**config.mk**
```make
export PLATFORM = sky130hd
export DESIGN_NAME = gpr_bank
export DESIGN_NICKNAME = d
export VERILOG_FILES = /design/src/rtl/gpr_pkg.sv /design/src/rtl/gpr_bank.sv /design/src/rtl/gpr_port_pins.sv
export VERILOG_INCLUDE_DIRS = /design/src /design/src/rtl
export SDC_FILE = /design/constraint.sdc
export NUM_CORES = 1
export LEC_CHECK = 0
export BUFFER_PORTS_ARGS = -buffer_cell sky130_fd_sc_hd__buf_2
export CAP_MARGIN = 20
export CORE_MARGIN = 3
export CORE_UTILIZATION = 51
export CTS_CLUSTER_DIAMETER = 50
export DETAILED_ROUTE_END_ITERATION = 8
export PLACE_DENSITY = 0.73
export SKIP_LAST_GASP = 1
export SYNTH_ARGS = -nofsm -noshare
export SYNTH_HDL_FRONTEND = slang
export SYNTH_SLANG_ARGS = --single-unit
```
**constraint.sdc**
```tcl
create_clock -name clk_i -period 2 [get_ports clk_i]
set_clock_uncertainty 0.1 [all_clocks]
set_input_delay 0.4 -clock clk_i [delete_from_list [all_inputs] [get_ports clk_i]]
set_output_delay 0.4 -clock clk_i [all_outputs]
set_load 0.01 [all_outputs]
```
**src/rtl/gpr_defs.svh**
```systemverilog
/*
  Register offsets, control bit positions and reset values of the three-port
  GPIO register bank. Assumes a byte-wide register port with 6-bit addresses.
*/
`ifndef GPR_DEFS_SVH
`define GPR_DEFS_SVH

// register offsets on the plain register port
`define GPR_OFS_GUARD_CTRL 6'h01
`define GPR_OFS_PC_PIN 6'h07
`define GPR_OFS_PC_DIR 6'h08
`define GPR_OFS_PC_DATA 6'h09
`define GPR_OFS_PC_PULLUP 6'h0A
`define GPR_OFS_PB_PIN 6'h0B
`define GPR_OFS_PB_DIR 6'h0C
`define GPR_OFS_PB_DATA 6'h0D
`define GPR_OFS_PB_PULLUP 6'h0E
`define GPR_OFS_PA_PIN 6'h0F
`define GPR_OFS_PA_DIR 6'h10
`define GPR_OFS_PA_DATA 6'h11
`define GPR_OFS_PA_PULLUP 6'h12

// switch guard control bit positions
`define GPR_CTRL_GUARD_A 0
`define GPR_CTRL_GUARD_B 1
`define GPR_CTRL_GUARD_C 2

// reset values
`define GPR_RST_PA 8'h00
`define GPR_RST_PB 4'h0
`define GPR_RST_PC 6'h00
`define GPR_RST_CTRL 3'h0
`define GPR_RDATA_IDLE 8'h00

`endif

```
**src/rtl/gpr_pkg.sv**
```systemverilog
/*
  Types shared by the GPIO register bank and its testbench.
  Assumes the definitions header is compiled alongside.
*/
package gpr_pkg;
  typedef logic [5:0] gpr_addr_t;
  typedef logic [7:0] gpr_byte_t;
  typedef logic [7:0] gpr_pa_t;
  typedef logic [3:0] gpr_pb_t;
  typedef logic [5:0] gpr_pc_t;
  typedef logic [2:0] gpr_ctrl_t;
endpackage

```
**src/rtl/gpr_bank.sv**
```systemverilog
/*
  Register bank of a three-port GPIO block: pull-up, output data, direction
  and pin input registers per port, plus the switch guard control register.
  Assumes a byte-wide register port on the system clock with one-cycle
  strobes, and pins that are resolved from out/oe_n outside this block.
*/
`timescale 1ns/1ps
`default_nettype none

`include "gpr_defs.svh"

// Behaviour
// - switch guard control bits 7 to 3 always read as zero
// - control bit 2 guards third-port pins made output by a direction write
// - guarded pin made output stays tri-stated for one extra cycle first
// - control bit 1 guards second-port pins made output by a direction write
// - control bit 0 guards first-port pins made output by a direction write
// - first-port pull-up enables, eight bits, read-write at 0x12, reset zero
// - first-port output data, eight bits, read-write at 0x11, reset zero
// - first-port direction, eight bits, read-write at 0x10, reset zero
// - first-port pin input register at 0x0F reflects the pin levels
module gpr_bank
  import gpr_pkg::*;
(
  input wire logic clk_i, // system clock, 250 MHz
  input wire logic rst_n_i, // synchronous reset, active low
  input wire logic [5:0] addr_i, // register address
  input wire logic [7:0] wdata_i, // write data
  input wire logic wr_i, // write strobe
  input wire logic rd_i, // read strobe
  output logic [7:0] rdata_o, // read data, cycle after rd_i
  input wire logic [7:0] pa_pin_i, // port a pin levels
  output logic [7:0] pa_out_o, // port a output levels
  output logic [7:0] pa_oe_n_o, // port a enables, low drives
  output logic [7:0] pa_pullup_o, // port a pull-ups on
  input wire logic [3:0] pb_pin_i, // port b pin levels
  output logic [3:0] pb_out_o, // port b output levels
  output logic [3:0] pb_oe_n_o, // port b enables, low drives
  output logic [3:0] pb_pullup_o, // port b pull-ups on
  input wire logic [5:0] pc_pin_i, // port c pin levels
  output logic [5:0] pc_out_o, // port c output levels
  output logic [5:0] pc_oe_n_o, // port c enables, low drives
  output logic [5:0] pc_pullup_o // port c pull-ups on
);

  // one address comparison, shared by the read and write decoders
  function automatic logic gpr_hit(input gpr_addr_t a, input gpr_addr_t ofs);
    gpr_hit = (a == ofs);
  endfunction

  // software-visible state
  gpr_pa_t pa_pue_q;
  gpr_pa_t pa_data_q;
  gpr_pa_t pa_dir_q;
  gpr_pb_t pb_pue_q;
  gpr_pb_t pb_data_q;
  gpr_pb_t pb_dir_q;
  gpr_pc_t pc_pue_q;
  gpr_pc_t pc_data_q;
  gpr_pc_t pc_dir_q;
  gpr_ctrl_t ctrl_q;
  gpr_byte_t rdata_q;
  gpr_byte_t rdata_d;

  // next values
  gpr_pa_t pa_pue_d;
  gpr_pa_t pa_data_d;
  gpr_pa_t pa_dir_d;
  gpr_pb_t pb_pue_d;
  gpr_pb_t pb_data_d;
  gpr_pb_t pb_dir_d;
  gpr_pc_t pc_pue_d;
  gpr_pc_t pc_data_d;
  gpr_pc_t pc_dir_d;
  gpr_ctrl_t ctrl_d;

  // synchronised pin levels from the pin drivers
  gpr_pa_t pa_sync_w;
  gpr_pb_t pb_sync_w;
  gpr_pc_t pc_sync_w;

  // address decode
  wire sel_ctrl = gpr_hit(addr_i, `GPR_OFS_GUARD_CTRL);
  wire sel_pa_pue = gpr_hit(addr_i, `GPR_OFS_PA_PULLUP);
  wire sel_pa_data = gpr_hit(addr_i, `GPR_OFS_PA_DATA);
  wire sel_pa_dir = gpr_hit(addr_i, `GPR_OFS_PA_DIR);
  wire sel_pa_pin = gpr_hit(addr_i, `GPR_OFS_PA_PIN);
  wire sel_pb_pue = gpr_hit(addr_i, `GPR_OFS_PB_PULLUP);
  wire sel_pb_data = gpr_hit(addr_i, `GPR_OFS_PB_DATA);
  wire sel_pb_dir = gpr_hit(addr_i, `GPR_OFS_PB_DIR);
  wire sel_pb_pin = gpr_hit(addr_i, `GPR_OFS_PB_PIN);
  wire sel_pc_pue = gpr_hit(addr_i, `GPR_OFS_PC_PULLUP);
  wire sel_pc_data = gpr_hit(addr_i, `GPR_OFS_PC_DATA);
  wire sel_pc_dir = gpr_hit(addr_i, `GPR_OFS_PC_DIR);
  wire sel_pc_pin = gpr_hit(addr_i, `GPR_OFS_PC_PIN);

  // write strobes per register
  wire wr_ctrl = wr_i & sel_ctrl;
  wire wr_pa_pue = wr_i & sel_pa_pue;
  wire wr_pa_data = wr_i & sel_pa_data;
  wire wr_pa_dir = wr_i & sel_pa_dir;
  wire wr_pa_pin = wr_i & sel_pa_pin;
  wire wr_pb_pue = wr_i & sel_pb_pue;
  wire wr_pb_data = wr_i & sel_pb_data;
  wire wr_pb_dir = wr_i & sel_pb_dir;
  wire wr_pb_pin = wr_i & sel_pb_pin;
  wire wr_pc_pue = wr_i & sel_pc_pue;
  wire wr_pc_data = wr_i & sel_pc_data;
  wire wr_pc_dir = wr_i & sel_pc_dir;
  wire wr_pc_pin = wr_i & sel_pc_pin;

  // per-port guard enables taken from the control register
  wire guard_a_w = ctrl_q[`GPR_CTRL_GUARD_A];
  wire guard_b_w = ctrl_q[`GPR_CTRL_GUARD_B];
  wire guard_c_w = ctrl_q[`GPR_CTRL_GUARD_C];

  // first port: full byte registers; a one written to the pin register
  // toggles the output data bit, so software can flip a pin in one write
  assign pa_pue_d = wr_pa_pue ? wdata_i : pa_pue_q;
  assign pa_dir_d = wr_pa_dir ? wdata_i : pa_dir_q;
  assign pa_data_d = wr_pa_data ? wdata_i
                   : wr_pa_pin ? (pa_data_q ^ wdata_i)
                   : pa_data_q;

  // second and third ports keep only their implemented bits, so the
  // upper write data bits are simply dropped
  assign pb_pue_d = wr_pb_pue ? wdata_i[3:0] : pb_pue_q;
  assign pb_dir_d = wr_pb_dir ? wdata_i[3:0] : pb_dir_q;
  assign pb_data_d = wr_pb_data ? wdata_i[3:0]
                   : wr_pb_pin ? (pb_data_q ^ wdata_i[3:0])
                   : pb_data_q;
  assign pc_pue_d = wr_pc_pue ? wdata_i[5:0] : pc_pue_q;
  assign pc_dir_d = wr_pc_dir ? wdata_i[5:0] : pc_dir_q;
  assign pc_data_d = wr_pc_data ? wdata_i[5:0]
                   : wr_pc_pin ? (pc_data_q ^ wdata_i[5:0])
                   : pc_data_q;

  // only the three guard bits exist; the reserved ones hold nothing
  assign ctrl_d = wr_ctrl ? wdata_i[2:0] : ctrl_q;

  // read mux; unmapped addresses and reserved bits read zero
  always_comb
  begin
    rdata_d = `GPR_RDATA_IDLE;
    if (!rd_i)
      rdata_d = `GPR_RDATA_IDLE;
    else if (sel_ctrl)
      rdata_d = {5'h00, ctrl_q};
    else if (sel_pa_pue)
      rdata_d = pa_pue_q;
    else if (sel_pa_data)
      rdata_d = pa_data_q;
    else if (sel_pa_dir)
      rdata_d = pa_dir_q;
    else if (sel_pa_pin)
      rdata_d = pa_sync_w;
    else if (sel_pb_pue)
      rdata_d = {4'h0, pb_pue_q};
    else if (sel_pb_data)
      rdata_d = {4'h0, pb_data_q};
    else if (sel_pb_dir)
      rdata_d = {4'h0, pb_dir_q};
    else if (sel_pb_pin)
      rdata_d = {4'h0, pb_sync_w};
    else if (sel_pc_pue)
      rdata_d = {2'h0, pc_pue_q};
    else if (sel_pc_data)
      rdata_d = {2'h0, pc_data_q};
    else if (sel_pc_dir)
      rdata_d = {2'h0, pc_dir_q};
    else if (sel_pc_pin)
      rdata_d = {2'h0, pc_sync_w};
  end

  // first port registers
  always_ff @(posedge clk_i)
  begin
    if (!rst_n_i)
    begin
      pa_pue_q <= `GPR_RST_PA;
      pa_data_q <= `GPR_RST_PA;
      pa_dir_q <= `GPR_RST_PA;
    end
    else
    begin
      pa_pue_q <= pa_pue_d;
      pa_data_q <= pa_data_d;
      pa_dir_q <= pa_dir_d;
    end
  end

  // second port registers
  always_ff @(posedge clk_i)
  begin
    if (!rst_n_i)
    begin
      pb_pue_q <= `GPR_RST_PB;
      pb_data_q <= `GPR_RST_PB;
      pb_dir_q <= `GPR_RST_PB;
    end
    else
    begin
      pb_pue_q <= pb_pue_d;
      pb_data_q <= pb_data_d;
      pb_dir_q <= pb_dir_d;
    end
  end

  // third port registers
  always_ff @(posedge clk_i)
  begin
    if (!rst_n_i)
    begin
      pc_pue_q <= `GPR_RST_PC;
      pc_data_q <= `GPR_RST_PC;
      pc_dir_q <= `GPR_RST_PC;
    end
    else
    begin
      pc_pue_q <= pc_pue_d;
      pc_data_q <= pc_data_d;
      pc_dir_q <= pc_dir_d;
    end
  end

  // control and read data; read data fall back to zero after one cycle
  always_ff @(posedge clk_i)
  begin
    if (!rst_n_i)
    begin
      ctrl_q <= `GPR_RST_CTRL;
      rdata_q <= `GPR_RDATA_IDLE;
    end
    else
    begin
      ctrl_q <= ctrl_d;
      rdata_q <= rdata_d;
    end
  end

  assign rdata_o = rdata_q;

  // pin drivers; every output below comes from a flop inside them
  gpr_port_pins #(.W(8)) u_pins_a (
    .clk_i(clk_i),
    .rst_n_i(rst_n_i),
    .guard_en_i(guard_a_w),
    .dir_i(pa_dir_q),
    .data_i(pa_data_q),
    .pue_i(pa_pue_q),
    .pin_i(pa_pin_i),
    .pin_sync_o(pa_sync_w),
    .out_o(pa_out_o),
    .oe_n_o(pa_oe_n_o),
    .pullup_o(pa_pullup_o)
  );

  gpr_port_pins #(.W(4)) u_pins_b (
    .clk_i(clk_i),
    .rst_n_i(rst_n_i),
    .guard_en_i(guard_b_w),
    .dir_i(pb_dir_q),
    .data_i(pb_data_q),
    .pue_i(pb_pue_q),
    .pin_i(pb_pin_i),
    .pin_sync_o(pb_sync_w),
    .out_o(pb_out_o),
    .oe_n_o(pb_oe_n_o),
    .pullup_o(pb_pullup_o)
  );

  gpr_port_pins #(.W(6)) u_pins_c (
    .clk_i(clk_i),
    .rst_n_i(rst_n_i),
    .guard_en_i(guard_c_w),
    .dir_i(pc_dir_q),
    .data_i(pc_data_q),
    .pue_i(pc_pue_q),
    .pin_i(pc_pin_i),
    .pin_sync_o(pc_sync_w),
    .out_o(pc_out_o),
    .oe_n_o(pc_oe_n_o),
    .pullup_o(pc_pullup_o)
  );

  // bits that a direction write turns from input to output
  wire [5:0] pc_turn_w = wdata_i[5:0] & ~pc_dir_q;
  wire [3:0] pb_turn_w = wdata_i[3:0] & ~pb_dir_q;
endmodule

`default_nettype wire

```
**src/rtl/gpr_port_pins.sv**
```systemverilog
/*
  Pin side of one GPIO port: input synchroniser, registered output data,
  output enable with the switch guard gap, and pull-up request.
  Assumes direction, data and pull-up come from registers on the same clock.
*/
`timescale 1ns/1ps
`default_nettype none

module gpr_port_pins
#(
  parameter int W = 8
)
(
  input wire logic clk_i, // system clock
  input wire logic rst_n_i, // synchronous reset, active low
  input wire logic guard_en_i, // switch guard enabled for this port
  input wire logic [W-1:0] dir_i, // direction, 1 = output
  input wire logic [W-1:0] data_i, // output data
  input wire logic [W-1:0] pue_i, // pull-up enables
  input wire logic [W-1:0] pin_i, // pin levels, asynchronous
  output logic [W-1:0] pin_sync_o, // synchronised pin levels
  output logic [W-1:0] out_o, // pin output level
  output logic [W-1:0] oe_n_o, // output enable, low drives
  output logic [W-1:0] pullup_o // pull-up on
);

  logic [W-1:0] meta_q;
  logic [W-1:0] sync_q;
  logic [W-1:0] dir_seen_q;
  logic [W-1:0] out_q;
  logic [W-1:0] oe_n_q;
  logic [W-1:0] pull_q;
  wire [W-1:0] guard_w;
  wire [W-1:0] drive_w;

  // a pin newly made output is held off one cycle so it never fights
  // the far side while both ends swap roles
  assign guard_w = {W{guard_en_i}} & dir_i & ~dir_seen_q;
  assign drive_w = dir_i & ~guard_w;

  // pins reset tri-stated; sync stages only feed each other
  always_ff @(posedge clk_i)
  begin
    if (!rst_n_i)
    begin
      meta_q <= '0;
      sync_q <= '0;
      dir_seen_q <= '0;
      out_q <= '0;
      oe_n_q <= '1;
      pull_q <= '0;
    end
    else
    begin
      meta_q <= pin_i;
      sync_q <= meta_q;
      dir_seen_q <= dir_i;
      out_q <= data_i;
      oe_n_q <= ~drive_w;
      pull_q <= pue_i & ~drive_w; // pull-up only useful on an input
    end
  end

  assign pin_sync_o = sync_q;
  assign out_o = out_q;
  assign oe_n_o = oe_n_q;
  assign pullup_o = pull_q;

  // per-bit checks of the guard gap and the drive rule
  for (genvar i = 0; i < W; i++)
  begin : g_chk

  end
endmodule

`default_nettype wire

```
# Yosys cells after proc, flatten, opt, wreduce, memory -nomap -nowiden
# Index checks and enable logic that the tools add are counted.
[totals]
register_bits = 173
latch_bits = 0
ramBits = 0
mem_bits_ro = 0
inputBits = 36
output_inout_bits = 62
wordCells = 106
mem_count = 0
[classes]
n_addsub = 0
n_mul = 0
div = 0
magnitude_cmp = 0
eq_ne = 13
shifts = 0
n_mux = 19
bitwise_logic = 39
n_reduce_logical = 5
[op_table]
columns = ["op", "count"]
rows = [
  ["$mux W6", 10],
  ["$eq A6 B4 Y1 const B", 8],
  ["$mux W8", 6],
  ["$and A8 B8 Y8", 4],
  ["$and A6 B6 Y6", 4],
  ["$not A8 Y8", 3],
  ["$eq A6 B5 Y1 const B", 3],
  ["$not A6 Y6", 3],
  ["$and A4 B4 Y4", 4],
  ["$and A1 B1 Y1", 13],
  ["$not A4 Y4", 3],
  ["$mux W4", 2],
  ["$xor A8 B8 Y8", 1],
  ["$eq A6 B1 Y1 const B", 1],
  ["$eq A6 B3 Y1 const B", 1],
  ["$reduce_bool A2 Y1", 3],
  ["$xor A6 B6 Y6", 1],
  ["$xor A4 B4 Y4", 1],
  ["$mux W3", 1],
  ["$reduce_or A3 Y1", 1],
  ["$not A1 Y1", 2],
  ["$reduce_and A2 Y1", 1],
]

# Depth between registers and ports, before layout
# Gate-level depths: netlist of the first run.
[logic_depth]
depth_word = 14
ltp_mapped = 9
depth_no_buf = 5

# Hierarchy
# A second synthesis of the first run with hierarchy kept.
[unflattened]
cells_unflattened = 716
hier_area_um2 = 6621.4
[modules_own_cells]
columns = ["module", "n_inst", "cells_each", "area_each_um2", "seq_area_each_um2"]
rows = [
  ["gpr_bank", 1, 455, 3527.1, 1301.2],
  ["gpr_port_pins (u_pins_a)", 1, 116, 1363.8, 960.9],
  ["gpr_port_pins (u_pins_c)", 1, 87, 1046.0, 720.7],
  ["gpr_port_pins (u_pins_b)", 1, 58, 684.4, 480.5],
]

# Worst setup path after synthesis of the first run
# Ideal clock, no wire load.
[synth_timing]
kind = "input-to-reg"
start = "input port addr_i[5]"
end = "register rdata_q[2] (netlist: rdata_o[2])"
setup_ns = 0.128
arrival_ns = 1.871
path_slack_ns = -0.100
cell_stages = 6
path_buffers = 2
cell_sequence = "buf_2 -> or4b_1 -> buf_2 -> or3_1 -> a221oi_1 -> a211oi_1"
[synth_via]
elab_chain_cells = 14
[synth_lines]
columns = ["item", "line", "source"]
rows = [
  ["start: declaration", "gpr_bank.sv:27", "input wire logic [5:0] addr_i,"],
  ["$eq A6 B3 Y1", "gpr_bank.sv:48", "gpr_hit = (a == ofs);"],
  ["$mux W6", "gpr_bank.sv:171", "else if (sel_pc_pin)"],
  ["$mux W6", "gpr_bank.sv:169", "else if (sel_pc_dir)"],
  ["$mux W6", "gpr_bank.sv:167", "else if (sel_pc_data)"],
  ["$mux W6", "gpr_bank.sv:165", "else if (sel_pc_pue)"],
  ["$mux W6", "gpr_bank.sv:163", "else if (sel_pb_pin)"],
  ["$mux W6", "gpr_bank.sv:161", "else if (sel_pb_dir)"],
  ["$mux W6", "gpr_bank.sv:159", "else if (sel_pb_data)"],
  ["$mux W6", "gpr_bank.sv:157", "else if (sel_pb_pue)"],
  ["$mux W8", "gpr_bank.sv:155", "else if (sel_pa_pin)"],
  ["$mux W8", "gpr_bank.sv:153", "else if (sel_pa_dir)"],
  ["$mux W8", "gpr_bank.sv:151", "else if (sel_pa_data)"],
  ["$mux W8", "gpr_bank.sv:149", "else if (sel_pa_pue)"],
  ["$mux W3 *", "gpr_bank.sv:147", "else if (sel_ctrl)"],
  ["end signal: assignment", "gpr_bank.sv:232", "rdata_q <= `GPR_RDATA_IDLE;"],
  ["end signal: assignment", "gpr_bank.sv:237", "rdata_q <= rdata_d;"],
  ["end: declaration", "gpr_bank.sv:62", "gpr_byte_t rdata_q;"],
]
# Mark *: on every way between the ends. The rest lies on a longest branch, timed or not.
# A chain may end at the register's enable or synchronous reset.

# Worst setup path after layout of the first run
[layout_timing]
start = "input port addr_i[0]"
end = "register pa_data_q[4]"
[layout_via]
elab_chain_cells = 3
[layout_lines]
columns = ["item", "line", "source"]
rows = [
  ["$eq A6 B5 Y1 or $eq A6 B4 Y1 (tied branches)", "gpr_bank.sv:48", ""],
  ["$and A1 B1 Y1, on equally long branches", "gpr_bank.sv:100, gpr_bank.sv:102", ""],
  ["$mux W8 or $reduce_bool A2 Y1 (tied branches)", "-", ""],
  ["end signal: assignment", "gpr_bank.sv:181", "pa_data_q <= `GPR_RST_PA;"],
  ["end signal: assignment", "gpr_bank.sv:187", "pa_data_q <= pa_data_d;"],
  ["end: declaration", "gpr_bank.sv:53", "gpr_pa_t pa_data_q;"],
]
# Several ways; a longest one is shown, not always the timed one.

==> run metrics, run 1 <==
status complete, no violations; Hold WS about 0.079 ns; total CTS buffers 17; Slew HR 0.679; reg2reg setup slack approximately 0.45 ns; final hold vios 0; Startpoint Class input pin; Crit-path slowest cell nor2b_1; IO buf count 97; Crit. End Element register; postcts setup bufs 0; largest family of logic cells by synthesized area simple AND/OR/NAND/NOR gates; fin. max-slew vios 0; Max rail drop VDD 0.000753 V; Die Y-Extent 119 µm; Yosys reg bits ~170; EDFF count, synth 0; # IOs 98; Final period util 0.909; initial core utilization 0.535; post-CTS sizing 0; register area share after synthesis 0.528; crit-path cells buf_2 -> buf_4 -> nor2b_1 -> nand2_1 -> buf_4 -> o21ai_0 -> a32oi_1 -> a21oi_1; post-synthesis mux area share 0.0491; CTS Buffer Depth 2; H-tree levels 4; post-synthesis adder-cell area fraction 0; ANT cells 0; CTS Hold Bufs 0; Synth Area per Inst 9.28 µm²; clk_lat worst skew roughly 0.43 ns; share of cells above drive strength 1 0.234; worst min path class input pin to register; Rows 40; initial DRC count 485; Die X 119 µm; Area Overhead vs Synth 23.9%; root buf cell clkbuf_16; Final ANT Viol Nets 0; crit-path max FO 16; gr usage total 0.271; Max Cap Viol 0; vias in the first global route about 5400; WP buf/inv 3; first-pass GRT wire length just under 30 mm; first drt pass iteration count 6; Routed WL about 19 mm; Fmax achieved 550 MHz; Setup Crit Path Kind input pin to register; WL per Instance between 15 and 20 µm; Synth async-reset ratio 0; detailed placer's ending HPWL about 14 mm; delay-heaviest family, CP simple AND/OR/NAND/NOR gates; Netlist Area Pre-Place approximately 6600 µm²; Post-DP Area approximately 7500 µm²; Vias between 5000 and 6000; hold_sp pc_pin_i[4]; Synth Area in XOR/XNOR 0; number of library cell types mapped by synthesis between 50 and 60; worst r2r src pb_dir_q[2]; clock-pin slew on the worst setup and hold paths around 0.060 ns; core box area 12300 µm²; Critical Path RT approximately 2.3 ns; setup violators final 0; simple-gate share of the synthesized area 0.217; remaining global-route overflow 0; post-route design area around 8100 µm²; most used cell, CP buf_4; nets just under 900; syn nets between 700 and 800; clock sinks between 150 and 200; crit path from addr_i[0]; RSZ-0062 raised after global routing no; largest net degree at the start of global routing 94; TritonCTS clock tree yes; Power Density 886 nW/µm²; Total Power around 7.2 mW; arrival time at the worst endpoint around 2 ns; DR vias/cell about 5.5; leakage power approximately 3.4 nW; prevailing post-synth register cell dfxtp_1; YS warnings 0; Max stage delay on crit path roughly 0.4 ns; actual slew at the worst max-slew pin ~0.48 ns; Syn Inst Count 706; gp weighted congestion between 0.9 and 1; Synth Area in Compound Gates 0.167; die area 14200 µm²; initial antenna violation count 0; Final min period around 1.8 ns; DRC violations left 0
## stage by stage
step           utilization  setup WS (ns)  instances  TNS (ns)
5_1_grt              0.662         0.0829       1013         0
4_1_cts              0.662          0.230       1013         0
3_5_place_dp         0.615         -0.198        981     -3.65
3_3_place_gp         0.615         -0.238        981     -2.92
2_1_floorplan            -       -0.00899        706  -0.00899
6_report             0.662          0.183       1013         0
## worst paths after layout
| kind | to | depth (start not counted) |
|---|---|---|
| worst max-delay path | pa_data_q[4] | 8 |
| worst min-delay path | u_pins_c.meta_q[4] | 2 |
| worst max register to register | rdata_o[2] | 5 |
| worst min register to register | u_pins_b.pin_sync_o[1] | 1 |
## per-layer routing
metal  share of wire  up-vias  wire length (µm)  global-route usage
li1                -     2717                 -                   -
met1            0.46     2673              8700               0.365
met2            0.48      194              9080               0.438
met3           0.053       21              1000              0.0513
met4           0.016        0               300              0.0909
met5               0        -                 0                   0
## logic make-up after synthesis
| family | Yosys count |
|---|---|
| and+or+nand+nor | 273 |
| DFF | 173 |
| muxes | 32 |
| buffers and inverters | 59 |
| AOI/OAI and AO/OA | 169 |
## power breakdown
part           switching (mW)  leakage, nW  internal, mW
clock network            1.40        0.286          1.86
registers              0.0248         1.40          3.49
logic                   0.251         1.68         0.162
total                    1.68         3.37          5.52
## final cells by class
cell class | instances | area, µm²
clock inverters | 14 | 156
repair buffers | 159 | 988
flip-flops and latches | 173 | 3460
multi-input cells | 474 | 2850
inverters | 7 | 26.3
fillers | 1009 | 4140
well taps | 168 | 210
clock buffers | 18 | 429
## cell usage after synthesis (7+ instances only)
master / number / share of area
nand2b_1: 24 / 0.023
and2_1: 73 / 0.070
a22o_1: 10 / 0.013
nand3_1: 31 / 0.024
a32o_1: 7 / 0.011
clkbuf_1: 37 / 0.021
nor2_1: 51 / 0.029
nand2_1: 62 / 0.036
a21oi_1: 45 / 0.034
a31oi_1: 8 / 0.0076
nor3_1: 8 / 0.0061
dfxtp_1: 173 / 0.53
mux2i_1: 31 / 0.047
a32oi_1: 8 / 0.011
o21ai_0: 45 / 0.034
buf_2: 11 / 0.0084
o211ai_1: 8 / 0.0092
## layout by cell type (no fill, tap or decap), drive strengths merged, types with 7 or more instances in the layout
master and instances:
a21oi 45, a22o 10, a31oi 8, a32o 7, a32oi 8, and2 74, buf 159, clkbuf 18
dfxtp 173, inv 12, mux2i 31, nand2 62, nand2b 24, nand3 31, nor2 52, nor3 8
o211ai 8, o21ai 45
Power figures use the tool's default switching activity.
==> inputs of run 2 (changes only) <==
--- a/config.mk
+++ b/config.mk
@@ -8,6 +8,7 @@
 export LEC_CHECK = 0
 export BUFFER_PORTS_ARGS = -buffer_cell sky130_fd_sc_hd__buf_2
 export CAP_MARGIN = 20
+export CORE_ASPECT_RATIO = 1.75
 export CORE_MARGIN = 3
 export CORE_UTILIZATION = 51
 export CTS_CLUSTER_DIAMETER = 50
==> run 2 against run 1 <==
Cell area up 0.74%. Clock-buffer cell count unchanged. Register-to-register slack better by 0.06 ns. Die area up 0.38%. Fmax up 1.0%. Worst setup slack better by 0.018 ns. Critical path depth down 1. Critical path type unchanged.
==> run metrics, run 2 (synthesized netlist as in run 1, its figures left out) <==
status complete, no violations; Die X 91.7 µm (-23%); post-CTS sizing 0 (unchanged); gp weighted congestion 0.911 (-5.5%); Critical Path RT 2.25 ns (about the same); Setup Crit Path Kind input pin to register; Max Cap Viol 0 (unchanged); setup violators final 0 (unchanged); clk_lat worst skew 0.42 ns (about the same); share of cells above drive strength 1 0.242 (+0.00718); # IOs 98 (unchanged); Startpoint Class input pin; DR vias/cell 5.46 (-1.2%); post-route design area 8180 µm² (+0.74%); Crit. End Element register; Routed WL 18.2 mm (-4.4%); Area Overhead vs Synth 24.8%; arrival time at the worst endpoint 2.05 ns (about the same); initial DRC count 286 (-41%); CTS Buffer Depth 2 (unchanged); Power Density 903 nW/µm² (+2.0%); register area 3460 µm² (unchanged); Max rail drop VDD 0.000605 V (-20%); most common cell after layout, fill and taps aside dfxtp_1; crit-path max FO 5 (-11); crit-path cells buf_2 -> or4b_1 -> buf_4 -> nor3_1 -> a221oi_1 -> a2bb2oi_1 -> nor3_1; Placed Instances 989 (+0.82%); largest net degree at the start of global routing 51 (-46%); detailed placer's ending HPWL 13.5 mm (-2.6%); Final ANT Viol Nets 0 (unchanged); remaining global-route overflow 0 (unchanged); Rows 54 (+35%); Post-DP Area 7560 µm² (+0.30%); Crit-path slowest cell or4b_1; DRC violations left 0 (unchanged); H-tree levels 4 (unchanged); Final min period 1.80 ns (-0.0182 ns); Vias 5579 (-0.46%); nets 876 (+0.92%); first-pass GRT wire length 28.7 mm (-3.4%); postcts setup bufs 0 (unchanged); clock sinks 173 (unchanged); worst min path class input pin to register; TritonCTS clock tree yes; area of the multi-input gates 2850 µm² (unchanged); clock-pin slew on the worst setup and hold paths 0.07 ns (about the same); leakage power 3.40 nW (+1.0%); core box area 12500 µm² (+1.9%); initial core utilization 0.524 (-0.0102); Final period util 0.899 (-0.00911); delay-heaviest family, CP simple AND/OR/NAND/NOR gates; WP buf/inv 2 (-1); Slew HR 0.671 (-0.00756); initial antenna violation count 0 (unchanged); root buf cell clkbuf_16; first drt pass iteration count 5 (-1); filler instances 1036 (+2.7%); RSZ-0062 raised after global routing no; fin. max-slew vios 0 (unchanged); Die Y-Extent 156 µm (+31%); total CTS buffers 17 (unchanged); most frequent cells in the layout 173 x dfxtp_1, 97 x buf_2, 73 x and2_1; ANT cells 0 (unchanged); gr usage total 0.258 (-0.0133); Finished Layout Cells 1021 (+0.79%); Max stage delay on crit path 0.66 ns (+0.26 ns); actual slew at the worst max-slew pin 0.493 ns (+0.0106 ns); Fmax achieved 556 MHz (+1.0%); vias in the first global route 5575 (+2.4%); IO buf count 97 (unchanged); most used cell, CP nor3_1; die area 14300 µm² (+0.38%); WL per Instance 17.9 µm (-5.1%); final hold vios 0 (unchanged); CTS Hold Bufs 0 (unchanged)
[run 2: worst paths after layout]
kind / cells past startpoint / slack, ns / endpoint / from
max: 7 / 0.20 / rdata_o[6] / addr_i[3]
min reg2reg: 1 / 0.33 / u_pins_a.pin_sync_o[2] / u_pins_a.meta_q[2]
max reg2reg: 6 / 0.51 / rdata_o[3] / pa_dir_q[3]
min: 2 / 0.08 / u_pins_c.meta_q[4] / pc_pin_i[4]
[run 2: per-stage QoR]
| step | hold slack (ns) | utilization | power, mW | setup WS [ns] | TNS [ns] |
|---|---|---|---|---|---|
| 6_report | 0.0785 | 0.655 | 7.39 | 0.201 | 0 |
| 5_1_grt | 0.0805 | 0.655 | 7.61 | 0.117 | 0 |
| 4_1_cts | 0.0668 | 0.655 | 7.45 | 0.224 | 0 |
| 3_5_place_dp | 0.318 | 0.605 | 3.99 | -0.216 | -4.14 |
| 3_3_place_gp | 0.315 | 0.605 | 3.99 | -0.216 | -2.88 |
| 2_1_floorplan | 0.312 | - | 3.80 | -0.00899 | -0.00899 |
[run 2: power by group]
group / total, mW / internal (mW) / switching, mW
sequential: 3.51 / 3.49 / 0.0216
clock: 3.48 / 2.02 / 1.46
combinational: 0.404 / 0.158 / 0.245
total: 7.39 / 5.67 / 1.72
[run 2: area by class of cell]
| type | instances | share of cell area |
|---|---|---|
| clock buffers | 18 | 0.0524 |
| clock inverters | 14 | 0.0237 |
| inverters | 7 | 0.00321 |
| multi-input cells | 474 | 0.348 |
| flip-flops and latches | 173 | 0.423 |
| well taps | 168 | 0.0257 |
| repair buffers | 167 | 0.124 |
[run 2: layer usage]
layer,vias to the layer above,part of all wire,GRT usage
met1,2643,0.42,0.321
met5,-,0,0
met3,27,0.049,0.0352
met4,0,0.024,0.101
met2,179,0.51,0.449
li1,2730,-,-
